===== src/icc_pkg.sv =====
// Shared constants and types of the impedance calibration controller.
// Assumes a single 125 MHz clock and a plain register port on the same clock.
package icc_pkg;

   // Bank count and width of the resistor segment code.
   localparam int          ICC_NB       = 4;
   localparam int          ICC_CW       = 6;
   localparam logic [5:0]  ICC_CODE_RST = 6'h20;
   localparam logic [5:0]  ICC_CODE_MAX = 6'h3f;

   // Clock rate and the timing of the engine.
   localparam int          ICC_CLK_MHZ   = 125;
   localparam int          ICC_STEP_NS   = 64;
   localparam int          ICC_STEP_CYC  = (ICC_STEP_NS * ICC_CLK_MHZ + 999) / 1000;
   localparam int          ICC_TRACK_US  = 20;
   localparam int          ICC_TRACK_CYC = ICC_TRACK_US * ICC_CLK_MHZ;

   // Register offsets, byte addresses on the register port.
   localparam logic [7:0]  ICC_OFS_CTRL     = 8'h00;
   localparam logic [7:0]  ICC_OFS_BANK_USE = 8'h04;
   localparam logic [7:0]  ICC_OFS_RESTRICT = 8'h08;
   localparam logic [7:0]  ICC_OFS_CASCADE  = 8'h0c;
   localparam logic [7:0]  ICC_OFS_MASTER   = 8'h10;
   localparam logic [7:0]  ICC_OFS_STATUS   = 8'h14;
   localparam logic [7:0]  ICC_OFS_IRQ_STAT = 8'h18;
   localparam logic [7:0]  ICC_OFS_IRQ_MASK = 8'h1c;
   localparam logic [7:0]  ICC_OFS_CODE0    = 8'h20;

   // Control field positions and reset values.
   localparam int          ICC_CTRL_ONESHOT = 0;
   localparam int          ICC_CTRL_WAITM   = 1;
   localparam int          ICC_CTRL_DHOLD   = 2;
   localparam logic [2:0]  ICC_CTRL_RST     = 3'h4;
   localparam logic [3:0]  ICC_BANK_RST     = 4'h0;
   localparam logic [1:0]  ICC_MASTER_RST   = 2'h0;
   localparam logic [2:0]  ICC_IRQ_RST      = 3'h0;
   localparam logic [7:0]  ICC_LFSR_SEED    = 8'h5a;

   // Interrupt bit positions.
   localparam int          ICC_IRQ_MATCH = 0;
   localparam int          ICC_IRQ_LOCK  = 1;
   localparam int          ICC_IRQ_LOST  = 2;

   // Engine states.
   typedef enum logic [2:0] {
      ICC_ST_CAL,
      ICC_ST_TRACK,
      ICC_ST_QUIET,
      ICC_ST_HOLD
   } icc_state_type;

   // Configuration options written by software.
   typedef struct packed {
      logic done_hold;
      logic wait_match;
      logic oneshot;
   } icc_cfg_type;

   // Bank masks written by software.
   typedef struct packed {
      logic [ICC_NB-1:0] use_cal;
      logic [ICC_NB-1:0] restricted;
      logic [ICC_NB-1:0] cascaded;
      logic [1:0]        master;
   } icc_banks_type;

endpackage : icc_pkg


===== src/icc_sync2.sv =====
// Two flip-flop synchroniser for a group of level inputs.
// Assumes the inputs are levels from outside the clk domain.
`timescale 1ns/100ps
module icc_sync2 #(
   parameter int W = 1
) (
   input  wire logic         clk,
   input  wire logic         sys_rst,
   input  wire logic [W-1:0] async_in,
   output logic      [W-1:0] sync_out
);

   logic [W-1:0] meta_r;

   // The first stage feeds only the second stage.
   always_ff @(posedge clk or posedge sys_rst) begin
      if (sys_rst) begin
         meta_r   <= '0;
         sync_out <= '0;
      end else begin
         meta_r   <= async_in;
         sync_out <= meta_r;
      end
   end

endmodule : icc_sync2


===== src/icc_bank_cal.sv =====
// Successive step search of one bank's resistor segment code.
// Assumes a synchronised comparator level and a one-cycle step enable.
`timescale 1ns/100ps
module icc_bank_cal
   import icc_pkg::*;
(
   input  wire logic              clk,
   input  wire logic              sys_rst,
   input  wire logic              restart,
   input  wire logic              step,
   input  wire logic              cmp_hi,
   output logic      [ICC_CW-1:0] code,
   output logic                   matched
);

   logic have_dir_r;
   logic last_up_r;

   // A high comparator asks for more segments; saturate at both ends.
   wire can_up   = cmp_hi && (code != ICC_CODE_MAX);
   wire can_dn   = !cmp_hi && (code != '0);
   wire reversal = have_dir_r && (cmp_hi != last_up_r);

   // Match is declared when the search direction first reverses.
   always_ff @(posedge clk or posedge sys_rst) begin
      if (sys_rst) begin
         code       <= ICC_CODE_RST;
         matched    <= 1'b0;
         have_dir_r <= 1'b0;
         last_up_r  <= 1'b0;
      end else if (restart) begin
         code       <= ICC_CODE_RST;
         matched    <= 1'b0;
         have_dir_r <= 1'b0;
      end else if (step) begin
         if (can_up) code <= code + 6'h01;
         if (can_dn) code <= code - 6'h01;
         have_dir_r <= 1'b1;
         last_up_r  <= cmp_hi;
         if (reversal) matched <= 1'b1;
      end
   end

endmodule : icc_bank_cal


===== src/icc_ctrl.sv =====
// Impedance calibration controller: engine sequencing, start-up gating,
// recalibration handling, per-bank code distribution and register port.
// Assumes comparator levels arrive from the analog side asynchronously,
// and that recal_req, cfg_end and the register port share clk.
//
// Operation
// - Engine switches resistor segments per bank to match the reference.
// - Calibration starts by itself after reset, with no user request.
// - By default configuration-complete stays low until the first match.
// - A recalibration request resets the engine and restarts calibration.
// - Calibrated I/Os count as unavailable until the lock flag is high.
// - With wait-for-match set, start-up holds until the first match.
// - Continuous tracking calibrates once, then keeps updating codes.
// - One-shot policy calibrates at start and on each request only.
// - Restricted banks skip the initial calibration.
// - Tracking without request updates restricted banks after random delay.
// - One-shot without request never updates restricted banks.
// - Each bank uses its reference pin; unused, the pin is ordinary I/O.
// - Banks of a column may share one reference node.
// - Cascaded banks take their code from the master bank.
`timescale 1ns/100ps
module icc_ctrl
   import icc_pkg::*;
(
   input  wire logic                         clk,
   input  wire logic                         sys_rst,
   input  wire logic                         cfg_end,
   input  wire logic                         recal_req,
   input  wire logic [ICC_NB-1:0]            cmp_hi_pin,
   input  wire logic [7:0]                   reg_addr,
   input  wire logic [31:0]                  reg_wdata,
   input  wire logic                         reg_wr,
   input  wire logic                         reg_rd,
   output logic      [31:0]                  reg_rdata,
   output logic                              cfg_done,
   output logic                              startup_hold,
   output logic                              calib_lock_flag,
   output logic      [ICC_NB-1:0][ICC_CW-1:0] seg_code,
   output logic      [ICC_NB-1:0]            seg_valid,
   output logic      [ICC_NB-1:0]            ref_pin_is_io,
   output logic                              irq
);

   // Software state.
   icc_cfg_type        cfg_r;
   icc_banks_type      banks_r;
   logic [2:0]         irq_stat_r;
   logic [2:0]         irq_mask_r;

   // Engine state.
   icc_state_type      state_r;
   icc_state_type      state_nxt;
   logic               first_match_r;
   logic               lock_r;
   logic               recal_seen_r;
   logic               late_ok_r;
   logic               cfg_end_r;
   logic [7:0]         lfsr_r;
   logic [3:0]         step_cnt_r;
   logic [11:0]        track_cnt_r;

   // Per-bank search results.
   logic [ICC_NB-1:0]              cmp_hi;
   logic [ICC_NB-1:0][ICC_CW-1:0]  raw_code;
   logic [ICC_NB-1:0]              matched;

   // Comparator levels come from the analog side and are synchronised.
   icc_sync2 #(
      .W        (ICC_NB)
   ) u_cmp_sync (
      .clk      (clk),
      .sys_rst  (sys_rst),
      .async_in (cmp_hi_pin),
      .sync_out (cmp_hi)
   );

   // Step divider: one-cycle pulse every ICC_STEP_CYC cycles.
   wire step_tick  = (step_cnt_r == 4'(ICC_STEP_CYC - 1));
   // Tracking interval: one-cycle pulse every ICC_TRACK_CYC cycles.
   wire track_tick = (track_cnt_r == 12'(ICC_TRACK_CYC - 1));

   always_ff @(posedge clk or posedge sys_rst) begin
      if (sys_rst) begin
         step_cnt_r  <= '0;
         track_cnt_r <= '0;
      end else begin
         step_cnt_r  <= step_tick ? 4'h0 : step_cnt_r + 4'h1;
         track_cnt_r <= track_tick ? 12'h000 : track_cnt_r + 12'h001;
      end
   end

   // Engine decode.
   wire in_hold   = (state_r == ICC_ST_HOLD);
   wire in_cal    = (state_r == ICC_ST_CAL);
   wire in_track  = (state_r == ICC_ST_TRACK);
   wire searching = in_cal || in_track;
   // Banks that run their own search: in use and not fed by cascade.
   wire [ICC_NB-1:0] own_search = banks_r.use_cal & ~banks_r.cascaded;
   wire all_match = &(matched | ~own_search);
   wire cal_done  = in_cal && all_match;
   // The search restarts on entry to hold and on each tracking update.
   wire bank_restart = recal_req || in_hold || (in_track && track_tick && all_match);

   // One search engine per bank.
   genvar gi;
   generate
      for (gi = 0; gi < ICC_NB; gi++) begin : g_bank
         icc_bank_cal u_cal (
            .clk     (clk),
            .sys_rst (sys_rst),
            .restart (bank_restart),
            .step    (step_tick && searching && own_search[gi]),
            .cmp_hi  (cmp_hi[gi]),
            .code    (raw_code[gi]),
            .matched (matched[gi])
         );
      end
   endgenerate

   // Next state: start automatically, hold while a request stands.
   always_comb begin
      state_nxt = state_r;
      unique case (state_r)
         ICC_ST_CAL: begin
            if (all_match) begin
               state_nxt = cfg_r.oneshot ? ICC_ST_QUIET : ICC_ST_TRACK;
            end
         end
         // A later switch to one-shot stops background tracking at once.
         ICC_ST_TRACK: state_nxt = cfg_r.oneshot ? ICC_ST_QUIET : ICC_ST_TRACK;
         ICC_ST_QUIET: state_nxt = ICC_ST_QUIET;
         ICC_ST_HOLD:  state_nxt = recal_req ? ICC_ST_HOLD : ICC_ST_CAL;
      endcase
      if (recal_req) state_nxt = ICC_ST_HOLD;
   end

   always_ff @(posedge clk or posedge sys_rst) begin
      if (sys_rst) begin
         state_r <= ICC_ST_CAL;
      end else begin
         state_r <= state_nxt;
      end
   end

   // Lock falls during a request and rises on the restarted first match.
   always_ff @(posedge clk or posedge sys_rst) begin
      if (sys_rst) begin
         lock_r <= 1'b0;
      end else if (recal_req) begin
         lock_r <= 1'b0;
      end else if (cal_done) begin
         lock_r <= 1'b1;
      end
   end

   // First match since reset, kept across later requests.
   always_ff @(posedge clk or posedge sys_rst) begin
      if (sys_rst) begin
         first_match_r <= 1'b0;
      end else if (cal_done) begin
         first_match_r <= 1'b1;
      end
   end

   // A completed request lets restricted banks take codes from then on.
   always_ff @(posedge clk or posedge sys_rst) begin
      if (sys_rst) begin
         recal_seen_r <= 1'b0;
      end else if (in_hold && !recal_req) begin
         recal_seen_r <= 1'b1;
      end
   end

   // End of configuration is a level from the configuration logic.
   always_ff @(posedge clk or posedge sys_rst) begin
      if (sys_rst) begin
         cfg_end_r <= 1'b0;
      end else if (cfg_end) begin
         cfg_end_r <= 1'b1;
      end
   end

   // Free-running pseudo random source for the late restricted update.
   always_ff @(posedge clk or posedge sys_rst) begin
      if (sys_rst) begin
         lfsr_r <= ICC_LFSR_SEED;
      end else begin
         lfsr_r <= {lfsr_r[6:0], lfsr_r[7] ^ lfsr_r[5] ^ lfsr_r[4] ^ lfsr_r[3]};
      end
   end

   // Under tracking, restricted banks join at an unpredictable update.
   always_ff @(posedge clk or posedge sys_rst) begin
      if (sys_rst) begin
         late_ok_r <= 1'b0;
      end else if (in_track && track_tick && cfg_end_r && lfsr_r[0]) begin
         late_ok_r <= 1'b1;
      end
   end

   // Codes are published at the first match, and under tracking at
   // every interval; one-shot publishes nothing between requests.
   wire publish = cal_done || (in_track && track_tick && all_match);
   // Restricted banks are skipped in the initial calibration.
   wire restrict_ok = recal_seen_r || late_ok_r;
   wire [ICC_CW-1:0] master_code = raw_code[banks_r.master];

   // Applied segment codes, one register per bank.
   generate
      for (gi = 0; gi < ICC_NB; gi++) begin : g_apply
         wire take = banks_r.use_cal[gi] && (!banks_r.restricted[gi] || restrict_ok);
         // Cascaded banks copy the master bank's search.
         wire [ICC_CW-1:0] src = banks_r.cascaded[gi] ? master_code : raw_code[gi];
         always_ff @(posedge clk or posedge sys_rst) begin
            if (sys_rst) begin
               seg_code[gi]  <= ICC_CODE_RST;
               seg_valid[gi] <= 1'b0;
            end else if (!banks_r.use_cal[gi]) begin
               seg_valid[gi] <= 1'b0;
            end else if (publish && take) begin
               seg_code[gi]  <= src;
               seg_valid[gi] <= 1'b1;
            end
         end
      end
   endgenerate

   // Reference pin is ordinary I/O when the bank uses no calibration.
   assign ref_pin_is_io = ~banks_r.use_cal;

   // Start-up gating outputs.
   assign cfg_done        = cfg_end_r && (!cfg_r.done_hold || first_match_r);
   assign startup_hold    = cfg_end_r && cfg_r.wait_match && !first_match_r;
   assign calib_lock_flag = lock_r;

   // Register port decode.
   wire wr_ctrl   = reg_wr && (reg_addr == ICC_OFS_CTRL);
   wire wr_use    = reg_wr && (reg_addr == ICC_OFS_BANK_USE);
   wire wr_rstr   = reg_wr && (reg_addr == ICC_OFS_RESTRICT);
   wire wr_casc   = reg_wr && (reg_addr == ICC_OFS_CASCADE);
   wire wr_master = reg_wr && (reg_addr == ICC_OFS_MASTER);
   wire wr_mask   = reg_wr && (reg_addr == ICC_OFS_IRQ_MASK);
   wire rd_stat   = reg_rd && (reg_addr == ICC_OFS_IRQ_STAT);
   wire code_hit  = (reg_addr[7:4] == ICC_OFS_CODE0[7:4])
                    && ({1'b0, reg_addr[3:0]} < 5'(ICC_NB * 4))
                    && (reg_addr[1:0] == 2'h0);
   wire [1:0] code_idx = reg_addr[3:2];

   // Configuration registers.
   always_ff @(posedge clk or posedge sys_rst) begin
      if (sys_rst) begin
         cfg_r   <= ICC_CTRL_RST;
         banks_r <= {ICC_BANK_RST, ICC_BANK_RST, ICC_BANK_RST, ICC_MASTER_RST};
      end else begin
         if (wr_ctrl)   cfg_r            <= reg_wdata[2:0];
         if (wr_use)    banks_r.use_cal    <= reg_wdata[ICC_NB-1:0];
         if (wr_rstr)   banks_r.restricted <= reg_wdata[ICC_NB-1:0];
         if (wr_casc)   banks_r.cascaded   <= reg_wdata[ICC_NB-1:0];
         if (wr_master) banks_r.master     <= reg_wdata[1:0];
      end
   end

   // Interrupt events.
   wire [2:0] irq_evt = {lock_r && recal_req, cal_done, cal_done && !first_match_r};

   // Sticky status cleared by its read; a new event wins over the clear.
   always_ff @(posedge clk or posedge sys_rst) begin
      if (sys_rst) begin
         irq_stat_r <= ICC_IRQ_RST;
         irq_mask_r <= ICC_IRQ_RST;
      end else begin
         irq_stat_r <= (rd_stat ? 3'h0 : irq_stat_r) | irq_evt;
         if (wr_mask) irq_mask_r <= reg_wdata[2:0];
      end
   end

   assign irq = |(irq_stat_r & irq_mask_r);

   // Read multiplexer; unmapped offsets read zero.
   logic [31:0] rd_mux;
   always_comb begin
      rd_mux = 32'h0000_0000;
      unique case (reg_addr)
         ICC_OFS_CTRL:     rd_mux[2:0] = cfg_r;
         ICC_OFS_BANK_USE: rd_mux[ICC_NB-1:0] = banks_r.use_cal;
         ICC_OFS_RESTRICT: rd_mux[ICC_NB-1:0] = banks_r.restricted;
         ICC_OFS_CASCADE:  rd_mux[ICC_NB-1:0] = banks_r.cascaded;
         ICC_OFS_MASTER:   rd_mux[1:0] = banks_r.master;
         ICC_OFS_STATUS:   rd_mux[10:0] = {matched, state_r, late_ok_r, recal_seen_r,
                                           first_match_r, lock_r};
         ICC_OFS_IRQ_STAT: rd_mux[2:0] = irq_stat_r;
         ICC_OFS_IRQ_MASK: rd_mux[2:0] = irq_mask_r;
         default: begin
            if (code_hit) rd_mux[ICC_CW-1:0] = seg_code[code_idx];
         end
      endcase
   end

   // Read data stands only in the cycle after the read strobe.
   always_ff @(posedge clk or posedge sys_rst) begin
      if (sys_rst) begin
         reg_rdata <= 32'h0000_0000;
      end else begin
         reg_rdata <= reg_rd ? rd_mux : 32'h0000_0000;
      end
   end

endmodule : icc_ctrl


===== config.mk =====
export PLATFORM = sky130hd
export DESIGN_NAME = icc_ctrl
export DESIGN_NICKNAME = d
export VERILOG_FILES = /design/src/icc_pkg.sv /design/src/icc_sync2.sv /design/src/icc_bank_cal.sv /design/src/icc_ctrl.sv
export SDC_FILE = /design/constraint.sdc
export NUM_CORES = 1
export LEC_CHECK = 0
export ABC_AREA = 0
export BUFFER_PORTS_ARGS = -buffer_cell sky130_fd_sc_hd__buf_2
export CELL_PAD_IN_SITES_DETAIL_PLACEMENT = 1
export CELL_PAD_IN_SITES_GLOBAL_PLACEMENT = 1
export CORE_MARGIN = 8
export CORE_UTILIZATION = 49
export CTS_BUF_LIST = sky130_fd_sc_hd__clkbuf_16
export CTS_CLUSTER_SIZE = 14
export DETAILED_ROUTE_END_ITERATION = 8
export PLACE_DENSITY_LB_ADDON = 0.1
export SETUP_SLACK_MARGIN = 0.2
export SYNTH_ARGS = -nofsm -noshare
export SYNTH_HDL_FRONTEND = slang
export SYNTH_SLANG_ARGS = --single-unit

===== constraint.sdc =====
create_clock -name clk -period 10.5 [get_ports clk]
set_input_delay 2.1 -clock clk [delete_from_list [all_inputs] [get_ports clk]]
set_output_delay 2.1 -clock clk [all_outputs]
set_load 0.02 [all_outputs]

# == Word level (Yosys, flattened, before mapping) ==
# Index checks and enable logic that the tools add are counted.
# Widths: inputs -> output; s select.
# classes
add_sub_neg,10
n_mul,0
div,0
order_cmp,2
eq_ne,26
n_shift,0
muxes,68
bitwise,11
n_reduce_logical,105
# op_table
op,count
$mux 6,23
$logic_and 1x1->1,44
$eq 8x5->1 const B,4
$reduce_and 2->1,16
$mux 1,30
$add 6x1->6 const B,4
$bmux 6 s2,2
$ne 6x6->1 const B,4
$reduce_bool 6->1,4
$sub 6x1->6 const B,4
$reduce_bool 2->1,9
$eq 8x4->1 const B,2
$pmux 2 s8,1
$add 12x1->12 const B,1
$eq 12x12->1 const B,1
$mux 12,1
$not 4->4,3
$pmux 3 s4,1
$reduce_bool 3->1,4
$logic_not 1->1,11
$mux 11,1
$logic_or 1x1->1,10
$mux 3,3
$eq 8x3->1 const B,1
28 further kinds,38
# word_totals
regBits,138
latchBits,0
mem_bits_rw,0
rom_bits,0
in_bits,50
out_inout_bits,68
word_cells,267
mem_count,0

# == Depth between registers and ports, before layout ==
# depth
depth_word,10
depth_mapped,10
depth_no_buf,9

# == Cells and area by module ==
# Synthesis repeated with hierarchy kept, for this count alone.
# unflattened
hier_cells,632
hier_area_um2,7657.3
# by_module_without_submodules
module,n_inst,cells_each,area_each_um2,seq_area_each_um2
icc_ctrl,1,375,4795.8,2313.5
icc_bank_cal,4,62,664.4,226.5
icc_sync2,1,9,203.9,200.2

# == Least setup slack after synthesis ==
# Ideal clock, no wire load.
# synth_path
path_kind,input to register
from,input port reg_addr[1]
to,register banks_r[10] (netlist bit)
setup_ps,125
arrival_time_ps,3880
required_time_ps,10375
slack_ps,6495
cell_stages,5
path_cell_list,or4_1 > nor2_2 > nand3b_1 > nor3b_1 > mux2_2
# synth_between
elab_chain_len,2
# synth_lines
element,line_no,source
from (decl),icc_ctrl.sv:30,"input wire logic [7:0] reg_addr,"
$eq 8x3->1,icc_ctrl.sv:238,wire wr_use = reg_wr && (reg_addr == ICC_OFS_BANK_USE);
$logic_and 1x1->1,icc_ctrl.sv:238,
to (signal assigned),icc_ctrl.sv:253,"banks_r <= {ICC_BANK_RST, ICC_BANK_RST, ICC_BANK_RST, ICC_MASTER_RST};"
to (decl),icc_ctrl.sv:46,icc_banks_type banks_r;
# No other way between the ends.
# A chain may end at the register's enable or synchronous reset.

# == Final worst setup path ==
# layout_path
from,input port reg_addr[1]
to,register banks_r[9] (netlist bit)
# layout_between
elab_chain_len,2
# layout_lines
element,line_no,source
$eq 8x4->1,icc_ctrl.sv:239,wire wr_rstr = reg_wr && (reg_addr == ICC_OFS_RESTRICT);
$logic_and 1x1->1,icc_ctrl.sv:239,
# No other way between the ends.

==> out/results.ini <==
[synth]
ys_seq_elements = 136
ys_top_cells_by_count = dfrtp_1 (123), nor2_1 (75), mux2i_1 (38)
synth_area_sq_um = 7290
synthFlopType = dfrtp_1
synth_top_cell_by_area = dfrtp_1
synth.most_common_cell = dfrtp_1
syn_area_per_cell_sq_um = 11.5
synth.area.top_cells = dfrtp_1 (42%), mux2i_1 (5.2%), dfstp_2 (4.7%), mux4_2 (4.3%), mux2_2 (4.0%)
ys_seq_area_share_pct = 46.9
synthArstFlopShare_pct = 100
ys_warn_count = 0
synth_top_area_share_pct = 42.2
ys_types = 62
netlist_instances = 635
synth-edff-count = 0

[clocking]
postCtsSetupBuffers = 0
clkSinkCount = 136
cts_root_buffer = clkbuf_16
cts_resized = 0
path_clk_slew_ns = 0.06
cts-buffers-inserted = 17
clock_latency_ns = 0.43
cts_buffer_depth = 2
htree_levels = 4
cts_tree = done
hold_buffers = 0

[critical_path]
crit_type = in2reg
cp.buffers_inverters = 1
rr_worst_depth = 5
cp_data_arrival_time_ns = 4.37
cp.depth = 6
critPathLaunch = reg_addr[1]
setup.worst_path.end = banks_r[9]
critical_path_required_ns = 10.81
slowest_delay_ns = 0.62
crit_family = simple AND/OR/NAND/NOR gates
regToRegEndpoint = seg_code[3]
crit_fanout = 10
r2r_setup_slack_ns = 7.58
worstReg2RegStart = track_cnt_r[5]
crit_chain = buf_2 > or4_1 > nor2_2 > nand3b_1 > nor3b_1 > mux2_2
cp-end-kind = flip-flop
slowest_stage = nor3b_1
cp-start-kind = input port

[route]
wirelength_um = 19400
drc = 0
firstDrtPassIters = 4
vias = 5179
wl_per_cell_um = 21.6
drt-initial-drc-count = 270
drtAntennaViolNets = 0
via_per_inst = 5.78

[timing]
fmax_ghz = 0.246
rsz0062_at_grt = no
tightestPinTransition_ns = 0.988
setup_violations = 0
hold_ws_ns = 0.350
finalCriticalPeriod_ns = 4.07
period_share_pct = 38.7
fin_skew_ns = 0.00843
relSlewSlack_pct = 34.1
hold_viol = 0
finalMaxSlewViolations = 0
finalSetupTns_ns = 0

[floorplanning]
die_y_um = 138
row_count = 44
fp.coreArea_sq_um = 14500
io_pins = 118
fp.dieW_um = 138
start_util_pct = 50.2
dieArea_sq_um = 19000

[place]
place_area_sq_um = 7630
port_buffers = 67
dpl.hpwl_um = 13900
gp_congestion = 0.776

[power]
seq_power_share_pct = 42.7
combPwrFrac_pct = 10.9
p_clk_share_pct = 46.4
p_leak_nw = 3.71
power_w = 0.00137
vdd_ir_drop_max_mv = 0.106
power_density_nw_per_um2 = 166
power.internal_w = 0.00100
p_sw_share_pct = 26.6
p_sw_w = 0.000364

[flow_run]
maxCapViolCount = 0

[run_status]
status = finished, final reports clean

[grt]
grt_max_degree = 71
gr-usage-all-layers_pct = 20.9
grt_remaining_overflow = 0
grt_antenna_before_repair = 0
grt_pass1_wl_um = 31700
grt_pass1_vias = 5624

[layout]
area_growth_pct = 13.2
drive_above_1_share_pct = 27.2
finalNetCount = 771
fin_area_sq_um = 8250
antenna_cells = 0

[worst_hold_path]
hold_path_class = reg2reg

-- per-stage QoR --
stage / utilization (%) / worst slack [ns] / std cells
after floorplan: - / 4.78 / 656
after global placement: 52.5 / 6.09 / 864
after detailed placement: 52.5 / 5.99 / 864
after CTS: 56.8 / 6.43 / 896
after global routing: 56.8 / 6.28 / 896
final: 56.8 / 6.43 / 896
-- worst register-to-register path, cell delays in order, from the launching register on --
cell	delay [ns]
dfrtp_1	0.41
or4b_4	0.57
or4_4	0.63
a2111oi_4	0.91
nor2_1	0.14
a21oi_1	0.18
-- logic make-up (layout without fill, tap and decap cells) --
kind of cell	after synthesis	after routing	share of synthesized area (%)
and+or+nand+nor	175	175	12.3
xor gates and xnor gates	34	34	4.08
DFF	136	136	46.9
other	1	22	0.0514
AOI/OAI and AO/OA	120	120	12.2
adders and majority gates	22	22	4.19
muxes	81	81	14.6
buffers and inverters	66	122	5.63
-- layout make-up --
type	instances	area (sq um)
Inverter	21	83.8
Timing Repair Buffer	69	350
Clock inverter	15	203
Multi-Input combinational cell	454	3540
Tap cell	184	230
Clock buffer	17	425
Fill cell	1545	6280
Sequential cell	136	3420
-- sequential cells by signal, summed over array words and instances, names as in the netlist, 4 cells and up --
register,count
u_cmp_sync.meta_r,4
g_bank.u_cal.code,24
u_cmp_sync.sync_out,4
banks_r,14
g_bank.u_cal.last_up_r,4
reg_rdata,10
seg_valid,4
lfsr_r,8
step_cnt_r,4
track_cnt_r,12
seg_code,24
g_bank.u_cal.have_dir_r,4
g_bank.u_cal.matched,4
-- routing by layer --
| metal | track usage [%] | routed length (um) | vias up |
|---|---|---|---|
| met5 | 0 | 0 | - |
| met4 | 8.70 | 544 | 0 |
| met3 | 4.59 | 830 | 37 |
| met2 | 35.1 | 9850 | 138 |
| met1 | 25.4 | 8170 | 2650 |
| li1 | - | - | 2354 |
-- power groups by stage --
stage	registers [W]	clock network, W	logic, W
floorplan	0.000597	0	0.0000952
CTS	0.000584	0.000646	0.000150
finish	0.000584	0.000635	0.000149
global placement	0.000591	0	0.000144
detailed placement	0.000593	0	0.000149
global route	0.000587	0.000667	0.000162
-- placed cells by master (no fill, tap or decap), types with 4 or more instances in the layout --
cell type | synthesis | routed
dfrtp_1 | 123 | 123
nor2_1 | 75 | 75
buf_2 | 1 | 67
mux2i_1 | 38 | 38
a21oi_1 | 30 | 30
xnor2_1 | 28 | 28
mux2_2 | 26 | 26
conb_1 | 1 | 22
inv_1 | 21 | 21
o21ai_0 | 19 | 19
a21o_1 | 19 | 19
nand2_1 | 18 | 18
ha_1 | 18 | 18
clkbuf_16 | 0 | 17
a21oi_2 | 15 | 15
mux4_2 | 14 | 14
dfstp_2 | 13 | 13
nand4_1 | 10 | 10
nand3_1 | 10 | 10
nor3b_1 | 8 | 8
nor2b_1 | 8 | 8
a211oi_1 | 8 | 8
nor3_1 | 8 | 8
xor2_1 | 6 | 6
or2_2 | 5 | 5
and2_1 | 5 | 5
nor4_1 | 5 | 5
a22oi_1 | 5 | 5
nand3b_1 | 5 | 5
a2111oi_4 | 4 | 4
and3_1 | 4 | 4
a21o_2 | 4 | 4
fa_1 | 4 | 4
clkinvlp_4 | 0 | 4
bufinv_16 | 0 | 4
-- worst min path at each step --
stage | startpoint | end | slack (ns) | cells past startpoint
5_1_grt | u_cmp_sync.meta_r[3] | u_cmp_sync.sync_out[3] | 0.35 | 0
4_1_cts | u_cmp_sync.meta_r[3] | u_cmp_sync.sync_out[3] | 0.35 | 0
6_report | u_cmp_sync.meta_r[0] | u_cmp_sync.sync_out[0] | 0.35 | 0
3_3_place_gp | u_cmp_sync.meta_r[3] | u_cmp_sync.sync_out[3] | 0.33 | 0
2_1_floorplan | u_cmp_sync.meta_r[0] | u_cmp_sync.sync_out[0] | 0.33 | 0
3_5_place_dp | u_cmp_sync.meta_r[3] | u_cmp_sync.sync_out[3] | 0.34 | 0
No activity file was read; power rests on OpenSTA's default activity.
